### config.mk
export PLATFORM = sky130hd
export DESIGN_NAME = lpm_poll_config_regs
export DESIGN_NICKNAME = d
export VERILOG_FILES = /design/src/rtl/lpm_poll_pkg.sv /design/src/rtl/spi_frame_if.sv /design/src/rtl/spi_frame_shifter.sv /design/src/rtl/poll_scheduler.sv /design/src/rtl/lpm_poll_config_regs.sv
export SDC_FILE = /design/constraint.sdc
export NUM_CORES = 1
export LEC_CHECK = 0
export BUFFER_PORTS_ARGS = -buffer_cell sky130_fd_sc_hd__buf_2
export CAP_MARGIN = 20
export CORE_AREA = 5 5 236 238
export DETAILED_ROUTE_END_ITERATION = 8
export DIE_AREA = 0 0 241 243
export SETUP_SLACK_MARGIN = 0.05
export SYNTH_ARGS = -nofsm -noshare
export SYNTH_HDL_FRONTEND = slang
export SYNTH_SLANG_ARGS = --single-unit
### constraint.sdc
create_clock -name mclk -period 24.2 [get_ports mclk]
set_input_delay 4.84 -clock mclk [delete_from_list [all_inputs] [get_ports mclk]]
set_output_delay 4.84 -clock mclk [all_outputs]
set_load 0.05 [all_outputs]
### src/rtl/lpm_poll_pkg.sv
package lpm_poll_pkg;
   // frame layout
   localparam int FRAME_BITS     = 32;
   localparam int ADDR_W         = 7;
   localparam int DATA_W         = 24;
   localparam int ADDR_MSB       = 31;
   localparam int ADDR_LSB       = 25;
   localparam int RW_BIT         = 24;
   localparam int FAULT_BIT      = 23;
   localparam int INT_BIT        = 22;
   localparam int CNT_W          = 6;
   // register addresses
   localparam logic [6:0] ADDR_PROG_SLOW = 7'h18;
   localparam logic [6:0] ADDR_GND_SLOW  = 7'h19;
   localparam logic [6:0] ADDR_PROG_DEB  = 7'h1a;
   localparam logic [6:0] ADDR_GND_DEB   = 7'h1b;
   // channel counts and field masks
   localparam int PROG_CH        = 12;
   localparam int GND_CH         = 21;
   localparam int ALL_CH         = 33;
   localparam logic [21:0] PROG_MASK = 22'h000fff;
   localparam logic [21:0] GND_MASK  = 22'h1fffff;
   localparam logic [21:0] REG_RESET = 22'h000000;
   // polling timing
   localparam int SLOW_DIV        = 4;
   localparam int MCLK_PERIOD_NS  = 5;
   localparam int DEB_EXT_NS      = 1200000;
   localparam int DEB_EXT_CYCLES  = DEB_EXT_NS / MCLK_PERIOD_NS;
   localparam int POLL_PULSE_CYC  = 16;
endpackage

### src/rtl/spi_frame_if.sv
`timescale 1ns/10ps
interface spi_frame_if;
   logic        frame_done;
   logic [31:0] rx_word;
   logic [31:0] tx_word;
   modport shifter
   (
      output frame_done,
      output rx_word,
      input  tx_word
   );
   modport core
   (
      input  frame_done,
      input  rx_word,
      output tx_word
   );
endinterface

### src/rtl/spi_frame_shifter.sv
`timescale 1ns/10ps
module spi_frame_shifter
(
   // clock and reset
   input  wire logic          mclk,
   input  wire logic          rst,
   // spi pins
   input  wire logic          sclk,
   input  wire logic          cs_n,
   input  wire logic          mosi,
   output      logic          miso,
   output      logic          miso_oe,
   // frame side
   spi_frame_if.shifter       frm
);
   logic                            sclk_d;
   logic                            cs_n_d;
   logic [lpm_poll_pkg::CNT_W-1:0]  bit_cnt;
   logic [31:0]                     rx_shift;
   logic [31:0]                     tx_shift;

   always_ff @(posedge mclk or posedge rst)
   begin
      if (rst)
      begin
         sclk_d <= 1'b0;
         cs_n_d <= 1'b1;
      end
      else
      begin
         sclk_d <= sclk;
         cs_n_d <= cs_n;
      end
   end

   // receive: sample mosi on rising sclk, msb first
   always_ff @(posedge mclk or posedge rst)
   begin
      if (rst)
      begin
         bit_cnt  <= '0;
         rx_shift <= '0;
      end
      else if (cs_n)
         bit_cnt <= '0;
      else if (sclk && !sclk_d)
      begin
         rx_shift <= {rx_shift[30:0], mosi};
         if (bit_cnt <= lpm_poll_pkg::CNT_W'(lpm_poll_pkg::FRAME_BITS))
            bit_cnt <= bit_cnt + 1'b1;
      end
   end

   // only frames of exactly 32 clocks are handed on
   always_ff @(posedge mclk or posedge rst)
   begin
      if (rst)
      begin
         frm.frame_done <= 1'b0;
         frm.rx_word    <= '0;
      end
      else
      begin
         frm.frame_done <= cs_n && !cs_n_d &&
            bit_cnt == lpm_poll_pkg::CNT_W'(lpm_poll_pkg::FRAME_BITS);
         if (cs_n && !cs_n_d)
            frm.rx_word <= rx_shift;
      end
   end

   // transmit: load at select, shift on falling sclk
   always_ff @(posedge mclk or posedge rst)
   begin
      if (rst)
      begin
         tx_shift <= '0;
         miso     <= 1'b0;
         miso_oe  <= 1'b0;
      end
      else
      begin
         miso_oe <= !cs_n;
         if (!cs_n && cs_n_d)
         begin
            tx_shift <= {frm.tx_word[30:0], 1'b0};
            miso     <= frm.tx_word[31];
         end
         else if (!cs_n && !sclk && sclk_d)
         begin
            tx_shift <= {tx_shift[30:0], 1'b0};
            miso     <= tx_shift[31];
         end
      end
   end
endmodule

### src/rtl/poll_scheduler.sv
`timescale 1ns/10ps
module poll_scheduler
#(
   parameter int N = 33
)
(
   // clock and reset
   input  wire logic          mclk,
   input  wire logic          rst,
   // control
   input  wire logic          low_power_state,
   input  wire logic          base_poll_tick,
   input  wire logic [N-1:0]  slow_poll,
   // per-channel poll request
   output      logic [N-1:0]  poll_due
);
   genvar g;
   generate
      for (g = 0; g < N; g++)
      begin : chan
         logic [1:0] div;
         // divide the base tick by four for slow channels
         always_ff @(posedge mclk or posedge rst)
         begin
            if (rst)
            begin
               div         <= 2'h0;
               poll_due[g] <= 1'b0;
            end
            else if (!low_power_state)
            begin
               div         <= 2'h0;
               poll_due[g] <= 1'b0;
            end
            else
            begin
               poll_due[g] <= base_poll_tick &&
                  (!slow_poll[g] || div == 2'h0);
               if (base_poll_tick)
                  div <= div + 2'h1;
            end
         end
      end
   endgenerate
endmodule

### src/rtl/lpm_poll_config_regs.sv
`timescale 1ns/10ps
// Summary of operation
// - Address 0x18 holds a read/write slow-poll bit for each of the 12 programmable channels in bits 11..0, cleared at power-on.
// - Address 0x19 holds a read/write slow-poll bit for each of the 21 ground-switch channels in bits 20..0, cleared at power-on.
// - Address 0x1a holds a read/write wake debounce bit for each programmable channel in bits 11..0, cleared at power-on.
// - Address 0x1b holds a read/write wake debounce bit for each ground-switch channel in bits 20..0, cleared at power-on.
// - The base polling interval comes from the separate low-power configuration, arriving here as a base tick.
// - A channel whose slow-poll bit is clear is polled on every base tick while in the low-power state.
// - A channel whose slow-poll bit is set is polled on every fourth base tick only.
// - A channel whose debounce bit is clear is judged by voltage difference at the end of the plain current pulse.
// - A channel whose debounce bit is set keeps its polling current for 1.2 ms more and is judged by the final level.
// - Every response word carries the fault indication in bit 23, the interrupt flag in bit 22 and register data below.
// - Leaving the low-power state leaves every configuration bit as it was written.
module lpm_poll_config_regs
#(
   parameter int POLL_PULSE_CYCLES = lpm_poll_pkg::POLL_PULSE_CYC,
   parameter int DEB_EXT_CYCLES    = lpm_poll_pkg::DEB_EXT_CYCLES
)
(
   // clock and reset
   input  wire logic          mclk,
   input  wire logic          rst,
   // spi pins
   input  wire logic          sclk,
   input  wire logic          cs_n,
   input  wire logic          mosi,
   output      logic          miso,
   output      logic          miso_oe,
   // device status
   input  wire logic          fault_status,
   input  wire logic          interrupt_flag,
   // low-power control
   input  wire logic          low_power_state,
   input  wire logic          base_poll_tick,
   // polling front end, ground channels in 20..0, programmable above
   output      logic [32:0]   poll_due,
   output      logic [32:0]   poll_current_on,
   output      logic [32:0]   sample_strobe,
   output      logic [32:0]   sample_by_level,
   // configuration readout
   output      logic [21:0]   prog_chan_slow_poll,
   output      logic [21:0]   gnd_chan_slow_poll,
   output      logic [21:0]   prog_chan_wake_debounce,
   output      logic [21:0]   gnd_chan_wake_debounce
);
   typedef enum logic [1:0] {poll_idle, poll_pulse, poll_extend} poll_type;

   spi_frame_if frm ();

   logic [6:0]   cmd_addr;
   logic         cmd_write;
   logic [21:0]  cmd_data;
   logic [32:0]  slow_all;
   logic [32:0]  deb_all;
   logic [32:0]  poll_mask;
   logic [31:0]  timer;
   poll_type     poll_state;
   logic [31:0]  resp_word;

   assign cmd_addr  = frm.rx_word[lpm_poll_pkg::ADDR_MSB:lpm_poll_pkg::ADDR_LSB];
   assign cmd_write = frm.rx_word[lpm_poll_pkg::RW_BIT];
   assign cmd_data  = frm.rx_word[21:0];
   assign slow_all  = {prog_chan_slow_poll[11:0], gnd_chan_slow_poll[20:0]};
   assign deb_all   = {prog_chan_wake_debounce[11:0],
                       gnd_chan_wake_debounce[20:0]};
   assign frm.tx_word = resp_word;

   // read data of an address, zero for unused bits and unknown addresses
   function automatic logic [21:0] read_data(input logic [6:0] a);
      logic [21:0] d;
      d = 22'h000000;
      if (a == lpm_poll_pkg::ADDR_PROG_SLOW)
         d = prog_chan_slow_poll;
      else if (a == lpm_poll_pkg::ADDR_GND_SLOW)
         d = gnd_chan_slow_poll;
      else if (a == lpm_poll_pkg::ADDR_PROG_DEB)
         d = prog_chan_wake_debounce;
      else if (a == lpm_poll_pkg::ADDR_GND_DEB)
         d = gnd_chan_wake_debounce;
      return d;
   endfunction

   spi_frame_shifter u_shift
   (
      .mclk     (mclk),
      .rst      (rst),
      .sclk     (sclk),
      .cs_n     (cs_n),
      .mosi     (mosi),
      .miso     (miso),
      .miso_oe  (miso_oe),
      .frm      (frm)
   );

   poll_scheduler #(.N(lpm_poll_pkg::ALL_CH)) u_sched
   (
      .mclk             (mclk),
      .rst              (rst),
      .low_power_state  (low_power_state),
      .base_poll_tick   (base_poll_tick),
      .slow_poll        (slow_all),
      .poll_due         (poll_due)
   );

   // register writes; nothing here reacts to the low-power state
   always_ff @(posedge mclk or posedge rst)
   begin
      if (rst)
      begin
         prog_chan_slow_poll     <= lpm_poll_pkg::REG_RESET;
         gnd_chan_slow_poll      <= lpm_poll_pkg::REG_RESET;
         prog_chan_wake_debounce <= lpm_poll_pkg::REG_RESET;
         gnd_chan_wake_debounce  <= lpm_poll_pkg::REG_RESET;
      end
      else if (frm.frame_done && cmd_write)
      begin
         if (cmd_addr == lpm_poll_pkg::ADDR_PROG_SLOW)
            prog_chan_slow_poll <= cmd_data & lpm_poll_pkg::PROG_MASK;
         else if (cmd_addr == lpm_poll_pkg::ADDR_GND_SLOW)
            gnd_chan_slow_poll <= cmd_data & lpm_poll_pkg::GND_MASK;
         else if (cmd_addr == lpm_poll_pkg::ADDR_PROG_DEB)
            prog_chan_wake_debounce <= cmd_data & lpm_poll_pkg::PROG_MASK;
         else if (cmd_addr == lpm_poll_pkg::ADDR_GND_DEB)
            gnd_chan_wake_debounce <= cmd_data & lpm_poll_pkg::GND_MASK;
      end
   end

   // response for the frame just taken, shifted out in the next frame
   always_ff @(posedge mclk or posedge rst)
   begin
      if (rst)
         resp_word <= '0;
      else if (frm.frame_done)
         resp_word <= {cmd_addr, 1'b0, fault_status, interrupt_flag,
                       cmd_write ? cmd_data & mask_of(cmd_addr)
                                 : read_data(cmd_addr)};
   end

   // mask of writable bits for an address
   function automatic logic [21:0] mask_of(input logic [6:0] a);
      logic [21:0] m;
      m = 22'h000000;
      if (a == lpm_poll_pkg::ADDR_PROG_SLOW || a == lpm_poll_pkg::ADDR_PROG_DEB)
         m = lpm_poll_pkg::PROG_MASK;
      else if (a == lpm_poll_pkg::ADDR_GND_SLOW ||
               a == lpm_poll_pkg::ADDR_GND_DEB)
         m = lpm_poll_pkg::GND_MASK;
      return m;
   endfunction

   // polling current pulse, optional extension, then sampling
   always_ff @(posedge mclk or posedge rst)
   begin
      if (rst)
      begin
         poll_state      <= poll_idle;
         timer           <= '0;
         poll_mask       <= '0;
         poll_current_on <= '0;
         sample_strobe   <= '0;
         sample_by_level <= '0;
      end
      else if (!low_power_state)
      begin
         poll_state      <= poll_idle;
         poll_current_on <= '0;
         sample_strobe   <= '0;
      end
      else
      begin
         sample_strobe <= '0;
         case (poll_state)
            poll_idle:
               if (|poll_due)
               begin
                  poll_mask       <= poll_due;
                  poll_current_on <= poll_due;
                  timer           <= 32'(POLL_PULSE_CYCLES - 1);
                  poll_state      <= poll_pulse;
               end
            poll_pulse:
               if (timer != 0)
                  timer <= timer - 1'b1;
               else
               begin
                  sample_strobe   <= poll_mask & ~deb_all;
                  sample_by_level <= '0;
                  poll_current_on <= poll_mask & deb_all;
                  poll_mask       <= poll_mask & deb_all;
                  timer           <= 32'(DEB_EXT_CYCLES - 1);
                  poll_state      <= |(poll_mask & deb_all) ? poll_extend
                                                            : poll_idle;
               end
            poll_extend:
               if (timer != 0)
                  timer <= timer - 1'b1;
               else
               begin
                  sample_strobe   <= poll_mask;
                  sample_by_level <= poll_mask;
                  poll_current_on <= '0;
                  poll_state      <= poll_idle;
               end
            default:
               poll_state <= poll_idle;
         endcase
      end
   end

   // helper: base ticks seen since channel 0 was last polled
   logic [2:0] ticks_ch0;
   always_ff @(posedge mclk or posedge rst)
   begin
      if (rst)
         ticks_ch0 <= 3'h3;
      else if (!low_power_state)
         ticks_ch0 <= 3'h3;
      else if (poll_due[0])
         ticks_ch0 <= base_poll_tick ? 3'h1 : 3'h0;
      else if (base_poll_tick && ticks_ch0 != 3'h7)
         ticks_ch0 <= ticks_ch0 + 3'h1;
   end

   property p_prog_slow_write;
      @(posedge mclk) disable iff (rst)
      frm.frame_done && cmd_write && cmd_addr == lpm_poll_pkg::ADDR_PROG_SLOW
      |=> prog_chan_slow_poll == ($past(cmd_data) & 22'h000fff);
   endproperty
   a_prog_slow_write: assert property (p_prog_slow_write)
      else $error("programmable slow-poll write not stored");

   property p_gnd_slow_write;
      @(posedge mclk) disable iff (rst)
      frm.frame_done && cmd_write && cmd_addr == lpm_poll_pkg::ADDR_GND_SLOW
      |=> gnd_chan_slow_poll == ($past(cmd_data) & 22'h1fffff);
   endproperty
   a_gnd_slow_write: assert property (p_gnd_slow_write)
      else $error("ground slow-poll write not stored");

   property p_prog_deb_write;
      @(posedge mclk) disable iff (rst)
      frm.frame_done && cmd_write && cmd_addr == lpm_poll_pkg::ADDR_PROG_DEB
      |=> prog_chan_wake_debounce == ($past(cmd_data) & 22'h000fff);
   endproperty
   a_prog_deb_write: assert property (p_prog_deb_write)
      else $error("programmable debounce write not stored");

   property p_gnd_deb_write;
      @(posedge mclk) disable iff (rst)
      frm.frame_done && cmd_write && cmd_addr == lpm_poll_pkg::ADDR_GND_DEB
      |=> gnd_chan_wake_debounce == ($past(cmd_data) & 22'h1fffff);
   endproperty
   a_gnd_deb_write: assert property (p_gnd_deb_write)
      else $error("ground debounce write not stored");

   property p_resp_status;
      @(posedge mclk) disable iff (rst)
      frm.frame_done |=> resp_word[23] == $past(fault_status)
         && resp_word[22] == $past(interrupt_flag)
         && resp_word[31:25] == $past(cmd_addr);
   endproperty
   a_resp_status: assert property (p_resp_status)
      else $error("response status bits wrong");

   property p_fast_poll;
      @(posedge mclk) disable iff (rst)
      low_power_state && base_poll_tick && !slow_all[0]
      ##1 low_power_state |-> poll_due[0];
   endproperty
   a_fast_poll: assert property (p_fast_poll)
      else $error("fast channel missed a base tick");

   property p_slow_poll;
      @(posedge mclk) disable iff (rst)
      low_power_state && slow_all[0] && $stable(slow_all[0]) && poll_due[0]
      |-> ticks_ch0 == 3'h4;
   endproperty
   a_slow_poll: assert property (p_slow_poll)
      else $error("slow channel not polled every fourth tick");

   property p_diff_sample;
      @(posedge mclk) disable iff (rst)
      low_power_state && poll_state == poll_pulse && timer == 0
      ##1 low_power_state
      |-> sample_strobe == $past(poll_mask & ~deb_all) && sample_by_level == 0;
   endproperty
   a_diff_sample: assert property (p_diff_sample)
      else $error("plain channels not sampled at pulse end");

   property p_extend_start;
      @(posedge mclk) disable iff (rst)
      low_power_state && poll_state == poll_pulse && timer == 0
      && |(poll_mask & deb_all) ##1 low_power_state
      |-> poll_state == poll_extend
         && timer == 32'(DEB_EXT_CYCLES - 1) && |poll_current_on;
   endproperty
   a_extend_start: assert property (p_extend_start)
      else $error("debounce extension not started");

   property p_level_sample;
      @(posedge mclk) disable iff (rst)
      low_power_state && poll_state == poll_extend && timer == 0
      ##1 low_power_state
      |-> sample_strobe == $past(poll_mask)
         && sample_by_level == $past(poll_mask) && poll_current_on == 0;
   endproperty
   a_level_sample: assert property (p_level_sample)
      else $error("extended channel not judged by level");

   property p_retain;
      @(posedge mclk) disable iff (rst)
      $fell(low_power_state) && !$past(frm.frame_done)
      |-> $stable(slow_all) && $stable(deb_all);
   endproperty
   a_retain: assert property (p_retain)
      else $error("configuration changed on leaving low power");

   property p_unused_zero;
      @(posedge mclk) disable iff (rst)
      prog_chan_slow_poll[21:12] == 0 && prog_chan_wake_debounce[21:12] == 0
      && gnd_chan_slow_poll[21] == 0 && gnd_chan_wake_debounce[21] == 0;
   endproperty
   a_unused_zero: assert property (p_unused_zero)
      else $error("unused register bit set");
endmodule

==> results of run 1 <==
-- routing by layer --
metal	GRT usage	up-vias	part of all wire
li1	-	7112	-
met1	0.297	7879	0.45
met2	0.318	475	0.46
met3	0.0295	110	0.058
met4	0.0659	0	0.031
met5	0	-	0
-- power by group --
| part | leakage (nW) | switching, mW | internal [mW] | total (mW) |
|---|---|---|---|---|
| Combinational | 5.21 | 0.171 | 0.0846 | 0.256 |
| Clock | 0.837 | 0.315 | 0.467 | 0.782 |
| Sequential | 6.30 | 0.0643 | 0.827 | 0.891 |
| Total | 12.4 | 0.551 | 1.38 | 1.93 |
-- worst max-delay path, stage by stage --
cell	delay, ps
buf_2	70
buf_4	450
o311ai_2	200
buf_4	260
a211o_1	480
or4b_4	600
o211ai_2	160
-- placed cells by master, fill, tap and decap left out, types with 16 or more instances in the layout --
| cell | n |
|---|---|
| dfrtp_1 | 463 |
| nand2_1 | 252 |
| buf_2 | 207 |
| inv_1 | 163 |
| mux2_2 | 144 |
| nor2_1 | 143 |
| o21ai_0 | 80 |
| mux2i_1 | 75 |
| a21oi_1 | 66 |
| nand3_1 | 54 |
| clkbuf_16 | 48 |
| o221ai_1 | 46 |
| ha_1 | 38 |
| xnor2_1 | 35 |
| a22o_1 | 34 |
| nor2b_1 | 34 |
| o211a_1 | 33 |
| buf_4 | 24 |
| conb_1 | 22 |
| o22ai_1 | 19 |
| or3_1 | 18 |
| nor4_1 | 16 |
| nand4_1 | 16 |
-- registers in the layout, summed over array words and instances, names as in the netlist --
name	count
frm.tx_word	30
gnd_chan_slow_poll	21
gnd_chan_wake_debounce	21
poll_current_on	33
poll_mask	33
poll_state	2
prog_chan_slow_poll	12
prog_chan_wake_debounce	12
sample_by_level	33
sample_strobe	33
timer	32
u_sched.chan.div	66
u_sched.poll_due	33
u_shift.bit_cnt	6
u_shift.cs_n_d	1
u_shift.frm.frame_done	1
u_shift.frm.rx_word	29
u_shift.miso	1
u_shift.miso_oe	1
u_shift.rx_shift	32
u_shift.sclk_d	1
u_shift.tx_shift	31
-- cells by family (layout without fill, tap and decap cells) --
kind of cell / after synthesis / in the layout / share of synthesized area
AO/OA/AOI/OAI: 328 / 328 / 0.108
XOR/XNOR: 37 / 37 / 0.0154
adder cells (fa/ha/maj): 41 / 41 / 0.0243
buffers and inverters: 308 / 491 / 0.0594
flip-flops: 464 / 464 / 0.551
multiplexers: 219 / 219 / 0.113
other: 1 / 22 / 0.000178
AND/OR/NAND/NOR: 592 / 592 / 0.129
-- final timing paths --
| check | cells after the start | slack (ps) | startpoint | endpoint |
|---|---|---|---|---|
| max | 7 | 17610 | low_power_state | timer[30] |
| min | 2 | 460 | sample_by_level[29] | sample_by_level[29] |
| max reg2reg | 9 | 20380 | timer[0] | poll_current_on[2] |
| min reg2reg | 2 | 460 | sample_by_level[29] | sample_by_level[29] |
| max in group asynchronous | 4 | 17640 | rst | frm.tx_word[6] |
| min in group asynchronous | 2 | 4330 | rst | sample_strobe[16] |
-- through the flow --
step                setup WS [ps]  total power, mW  area, µm²
CTS                         17530             1.95      24400
global route                17200             2.01      24500
floorplan                    6420             1.08      21100
global placement            16920             1.15      22700
detailed placement          16900             1.16      22700
finish                      17610             1.93      24500
-- final cells by class --
class	instances	area [µm²]
clock buffers	72	1440
clock inverters	17	240
fillers	4988	28900
inverters	165	627
multi-input cells	1239	8350
flip-flops and latches	464	11600
well taps	696	871
repair buffers	237	1320
==> impl_metrics.tcl, run 1 <==
set metrics [dict create \
    status "finished, final reports clean" \
    cts_sinks 464 \
    drive_above_1_share 0.227 \
    synth_cell_types 62 \
    fin_util 0.458 \
    drt_pre_antenna_iters 7 \
    clock_path_buffers 3 \
    synth_most_common_cell "dfrtp_1" \
    synth_commonest_cells "dfrtp_1 (463), nand2_1 (252), inv_1 (164)" \
    synthCells 1990 \
    antennaDiodeCount 0 \
    synth_seq_cells 464 \
    start_util 0.395 \
    ys.flop_type "dfrtp_1" \
    start_kind "input port" \
    final_cells 2890 \
    hold_path.class "flip-flop to flip-flop" \
    synthToLayoutAreaGrowth_pct 16.1 \
    cp.required_ps 24710 \
    ctsHoldBuffers 0 \
    globalplace.congestion 0.875 \
    synth_seq_area_share 0.551 \
    cts_root_buffer "clkbuf_16" \
    slew_viol_final 0 \
    cts_resized 0 \
    clk-insertion-delay-late_ps 600 \
    synth_top_area_cell "dfrtp_1" \
    critPathArrivalTime_ps 7100 \
    crit_path_max_fanout 38 \
    die_width_um 241 \
    wl_mm 60.7 \
    skew_ps 22.9 \
    ir_worst_vdd_mv 0.0476 \
    track_usage 0.205 \
    h-tree-depth 2 \
    grt_setup_unrepaired "no" \
    ant_nets 0 \
    fin_crit_ps 6590 \
    syn_avg_cell_area_um2 10.6 \
    port_buffers 208 \
    tns_ps 0 \
    p_leak_nw 12.4 \
    post_drt_via_cell_ratio 5.39 \
    rows 85 \
    vias 15576 \
    setup_viol 0 \
    ys_top_cells_by_area "dfrtp_1 (55%), mux2_2 (7.7%), nand2_1 (4.5%)" \
    endpoint_kind "flip-flop" \
    critPathKind "input port to flip-flop" \
    fmaxAchievable_ghz 0.152 \
    drt_iter0_markers 1566 \
    worst_pin_slew_ps 1080 \
    die_h_um 243 \
    relSlewSlack 0.271 \
    grt_overflow_total 0 \
    drc_errors 0 \
    ios 231 \
    dp_cells 2797 \
    coreArea_um2 53400 \
    p_per_area_nw_per_um2 78.8 \
    grt_max_degree 176 \
    antenna_found_initial 0 \
    synth_edf_count 0 \
    async_flop_share 1.00 \
    postCtsSetupBuffers 0 \
    grt_pass1_wl_mm 94.4 \
    cts_buffers 48 \
    period_share 0.272 \
    hold_slack_ps 459 \
    synth_top_area_frac 0.550 \
    yosysWarnings 0 \
    dieArea_um2 58600 \
    wl_per_cell_um 21.0 \
    dp_hpwl_mm 42.8 \
    cts.clk_slew.worst_paths_ps 60 \
    hold_violations 0 \
    cts_tree "done" \
    grt_pass1_vias 15438 \
    synth_area_um2 21100 \
    fin_nets 2205 \
    drv_cap 0 \
]
Power figures use the tool's default switching activity.
==> run 2, diff against run 1 <==
Clock period 24.2 ns to 6.1 ns, I/O delays scaled along.
==> impl_metrics.tcl, run 2 (synthesis gave the netlist of run 1 again) <==
set metrics [dict create \
    status "finished, final reports clean" \
    fmaxAchievable_ghz 0.279 \
    grt_overflow_total 0 \
    endpoint_kind "flip-flop" \
    p_per_area_nw_per_um2 312 \
    die_width_um 241 \
    largest_reg_flops 66 \
    rows 85 \
    busiest_layer "met2" \
    ant_nets 0 \
    mostFrequentLayoutCell "dfrtp_1" \
    crit_path_max_fanout 66 \
    die_h_um 243 \
    drt_iter0_markers 1253 \
    slowest_stage "nor4_4" \
    start_kind "flip-flop" \
    h-tree-depth 2 \
    crit_path_cell_trace "inv_1 > ha_1 > or3b_2 > nor4_4 > a31oi_1 > nor3_4 > buf_4 > o221ai_1 > o211a_1" \
    drive_above_1_share 0.226 \
    hold_depth 2 \
    hold_violations 0 \
    worst_pin_slew_ps 1070 \
    wl_mm 61.0 \
    tns_ps 0 \
    cts_resized 0 \
    postCtsSetupBuffers 0 \
    vias 15605 \
    hold_end "sample_by_level[21]" \
    skew_ps 21.6 \
    grtUsageMet2 0.326 \
    drt_pre_antenna_iters 5 \
    post_drt_via_cell_ratio 5.40 \
    ctsHoldBuffers 0 \
    dpl_cell_area_um2 22700 \
    track_usage 0.205 \
    rrSetupSlack_ps 2510 \
    start_util 0.395 \
    final_cell_mix "dfrtp_1 (463), nand2_1 (251), buf_2 (207), inv_1 (163), mux2_2 (144)" \
    final_cells 2889 \
    setup_viol 0 \
    antenna_found_initial 0 \
    period_share 0.588 \
    cts_buffers 48 \
    fin_nets 2203 \
    cts_sinks 464 \
    antennaDiodeCount 0 \
    grt_setup_unrepaired "no" \
    cts_root_buffer "clkbuf_16" \
    gr-usage-met3 0.0401 \
    final_area_um2 24400 \
    grt_pass1_vias 15599 \
    dieArea_um2 58600 \
    worst_r2r_endpoint "poll_current_on[26]" \
    wl_per_cell_um 21.1 \
    slew_viol_final 0 \
    relSlewSlack 0.280 \
    ir_worst_vdd_mv 0.173 \
    critPathKind "flip-flop to flip-flop" \
    cp_num_buf_inv 2 \
    dp_hpwl_mm 42.8 \
    cts.clk_slew.worst_paths_ps 60 \
    cp.required_ps 6570 \
    largest-register "u_sched.chan.div" \
    globalplace.congestion 0.892 \
    met1_usage 0.289 \
    hold_path.class "flip-flop to flip-flop" \
    grt_pass1_wl_mm 95.1 \
    fin_crit_ps 3590 \
    drc_errors 0 \
    reg2reg_depth 9 \
    critPathArrivalTime_ps 4060 \
    clk-insertion-delay-late_ps 600 \
    slowest_delay_ps 600 \
    port_buffers 208 \
    cts_tree "done" \
    clock_path_buffers 3 \
    p_leak_nw 12.3 \
    power.total_mw 7.63 \
    cp_top_family "simple AND/OR/NAND/NOR gates" \
    hold_start "sample_by_level[21]" \
    coreArea_um2 53400 \
    dp_cells 2798 \
    synthToLayoutAreaGrowth_pct 15.9 \
    ios 231 \
    reg2reg_from "timer[1]" \
    grt_max_degree 161 \
    drv_cap 0 \
]
-- run 2: where the power goes --
group	switching, mW	internal (mW)
Clock	1.25	1.83
Sequential	0.262	3.28
Combinational	0.668	0.335
Total	2.18	5.44
-- run 2: through the flow --
step	hold slack, ps	util	setup slack (ps)
floorplan	446	-	-1400
global placement	446	0.426	2750
detailed placement	452	0.426	2600
CTS	465	0.457	2590
global route	483	0.458	2290
finish	457	0.458	2510
-- run 2: layout make-up --
class / instances / area [µm²]
tap: 696 / 871
inverter: 165 / 623
timing repair buffer: 235 / 1300
sequential: 464 / 11600
fill: 5007 / 29000
clock buffer: 79 / 1560
clock inverter: 11 / 120
multi-input combinational: 1239 / 8340
-- run 2: metal layers --
metal	vias to the layer above	wire, µm
met2	482	28400
met5	-	0
met3	88	4150
met1	7945	26900
met4	0	1580
li1	7090	-
-- run 2: worst max-delay path by stage --
stage	start	to	slack (ps)	cells after the start
floorplan	rst	frm.tx_word[0]	-1400	1
global placement	low_power_state	poll_mask[0]	2750	8
detailed placement	timer[0]	poll_current_on[7]	2600	9
CTS	timer[0]	poll_current_on[7]	2590	9
global route	timer[0]	poll_current_on[22]	2290	9
finish	timer[1]	poll_current_on[26]	2510	9
-- run 2: worst reg2reg max path: stages (launching register included) --
cell and delay [ps]:
dfrtp_1 410, inv_1 100, ha_1 210, or3b_2 510, nor4_4 600, a31oi_1 380, nor3_4 260, buf_4 560
o221ai_1 280, o211a_1 190
==> run 3, diff against run 2 <==
Clock period 6.1 ns to 3.54 ns, I/O delays scaled along.
==> impl_metrics.tcl, run 3 (synthesis gave the netlist of run 1 again) <==
set metrics [dict create \
    status "finished, final reports clean" \
    postCtsSetupBuffers 0 \
    ant_nets 0 \
    relSlewSlack 0.472 \
    drt_pre_antenna_iters 5 \
    largest_reg_flops 66 \
    synthToLayoutAreaGrowth_pct 17.5 \
    endpoint_kind "flip-flop" \
    drc_errors 0 \
    critical_path.most_common_cell "buf_4" \
    drive_above_1_share 0.235 \
    track_usage 0.201 \
    crit_path_max_fanout 28 \
    power_frac_seq 0.454 \
    fin_util 0.464 \
    dp_cells 2822 \
    slowest_delay_ps 510 \
    fin_nets 2226 \
    grt_pass1_wl_mm 93.5 \
    ir_worst_vdd_mv 0.314 \
    clock_path_buffers 3 \
    cts_root_buffer "clkbuf_16" \
    dpl_cell_area_um2 23000 \
    cp.required_ps 3990 \
    grt_setup_unrepaired "no" \
    hold_violations 0 \
    setup_slack_ps 518 \
    fin_crit_ps 3020 \
    ctsHoldBuffers 0 \
    cts_tree "done" \
    globalplace.congestion 0.886 \
    cp_top_family "simple AND/OR/NAND/NOR gates" \
    wl_mm 59.9 \
    drt_iter0_markers 1242 \
    p_per_area_nw_per_um2 541 \
    grt_pass1_vias 15538 \
    critPathKind "flip-flop to flip-flop" \
    cts_sinks 464 \
    wl_per_cell_um 20.6 \
    period_share 0.854 \
    clk-insertion-delay-late_ps 570 \
    p_int_mw 9.66 \
    combPwrFrac 0.132 \
    largest-register "u_sched.chan.div" \
    mostFrequentLayoutCell "dfrtp_1" \
    fmaxAchievable_ghz 0.331 \
    ios 231 \
    slew_viol_final 0 \
    final_cell_mix "dfrtp_1 (463), nand2_1 (252), buf_2 (207), inv_1 (163), mux2_2 (144)" \
    p_leak_nw 12.5 \
    antenna_found_initial 3 \
    drv_cap 0 \
    final_area_um2 24800 \
    skew_ps 15.6 \
    vias 15588 \
    dp_hpwl_mm 43.1 \
    start_util 0.395 \
    cts.clk_slew.worst_paths_ps 70 \
    h-tree-depth 2 \
    die_width_um 241 \
    crit_path_cell_trace "inv_1 > ha_1 > or3b_2 > nor4_4 > buf_4 > a31oi_1 > nor3_4 > buf_4 > o221ai_1 > o211a_1" \
    start_kind "flip-flop" \
    slowest_stage "or3b_2" \
    coreArea_um2 53400 \
    power_switching_mw 3.74 \
    port_buffers 208 \
    post_drt_via_cell_ratio 5.35 \
    p_clk_frac 0.414 \
    setup_viol 0 \
    cts_resized 0 \
    final_cells 2913 \
    dp_slack_ps 542 \
    dieArea_um2 58600 \
    worst_pin_slew_ps 792 \
    power.total_mw 13.4 \
    cp_num_buf_inv 3 \
    fillers 4938 \
    hold_path.class "input port to async pin" \
    sw_frac_of_total 0.279 \
    grt_max_degree 94 \
    cts_buffers 48 \
    rows 85 \
    grt_overflow_total 0 \
    critPathArrivalTime_ps 3470 \
    die_h_um 243 \
]
-- run 3: changes by cell type in the layout (fill, tap and decap cells not counted), moves of 3 or more --
cell | previous run | this run
buf_12 | 4 | 9
inv_6 | 0 | 3
clkbuf_8 | 20 | 14
bufinv_16 | 2 | 7
clkbuf_1 | 9 | 6
buf_4 | 24 | 42
-- run 3: power by group through the flow --
stage	clock network [mW]	registers, mW	logic, mW
2_1_floorplan	0	6.28	1.09
3_3_place_gp	0	6.15	1.72
3_5_place_dp	0	6.17	1.78
4_1_cts	5.66	6.07	1.79
5_1_grt	5.88	6.12	1.95
6_report	5.55	6.08	1.77
-- run 3: cell type report --
type	instances	area (µm²)	area share
sequential	464	11600	0.469
antenna	1	2.50	0.000101
inverter	165	623	0.0252
multi-input combinational	1239	8340	0.337
timing repair buffer	258	1530	0.0619
clock inverter	20	304	0.0123
clock buffer	70	1470	0.0592
tap	696	871	0.0352
-- run 3: worst register-to-register path, cell delays in order, from the launching register on --
cell	delay [ps]
dfrtp_1	420
inv_1	90
ha_1	190
or3b_2	510
nor4_4	260
buf_4	210
a31oi_1	250
nor3_4	310
buf_4	330
o221ai_1	190
o211a_1	150
-- run 3: metrics by stage --
step / setup TNS [ps] / hold slack [ps]
after CTS: 0 / 259
after floorplan: -1598180 / 446
final: 0 / 266
after global placement: 0 / 449
after global routing: 0 / 270
after detailed placement: 0 / 452
-- run 3: final timing paths --
check	from	endpoint	slack [ps]	depth (start not counted)
worst min register to register	sample_by_level[21]	sample_by_level[21]	460	2
worst max-delay path	timer[0]	poll_current_on[8]	520	10
min in group mclk	sclk	u_shift.sclk_d	290	1
worst min-delay path	rst	poll_mask[14]	270	2
worst max register to register	timer[0]	poll_current_on[8]	520	10
max in group asynchronous	rst	poll_current_on[2]	2340	3
-- run 3: per-layer routing --
layer | GRT usage | share of wire
met1 | 0.281 | 0.44
met2 | 0.316 | 0.46
met3 | 0.0426 | 0.063
met4 | 0.0632 | 0.030
met5 | 0 | 0.00028
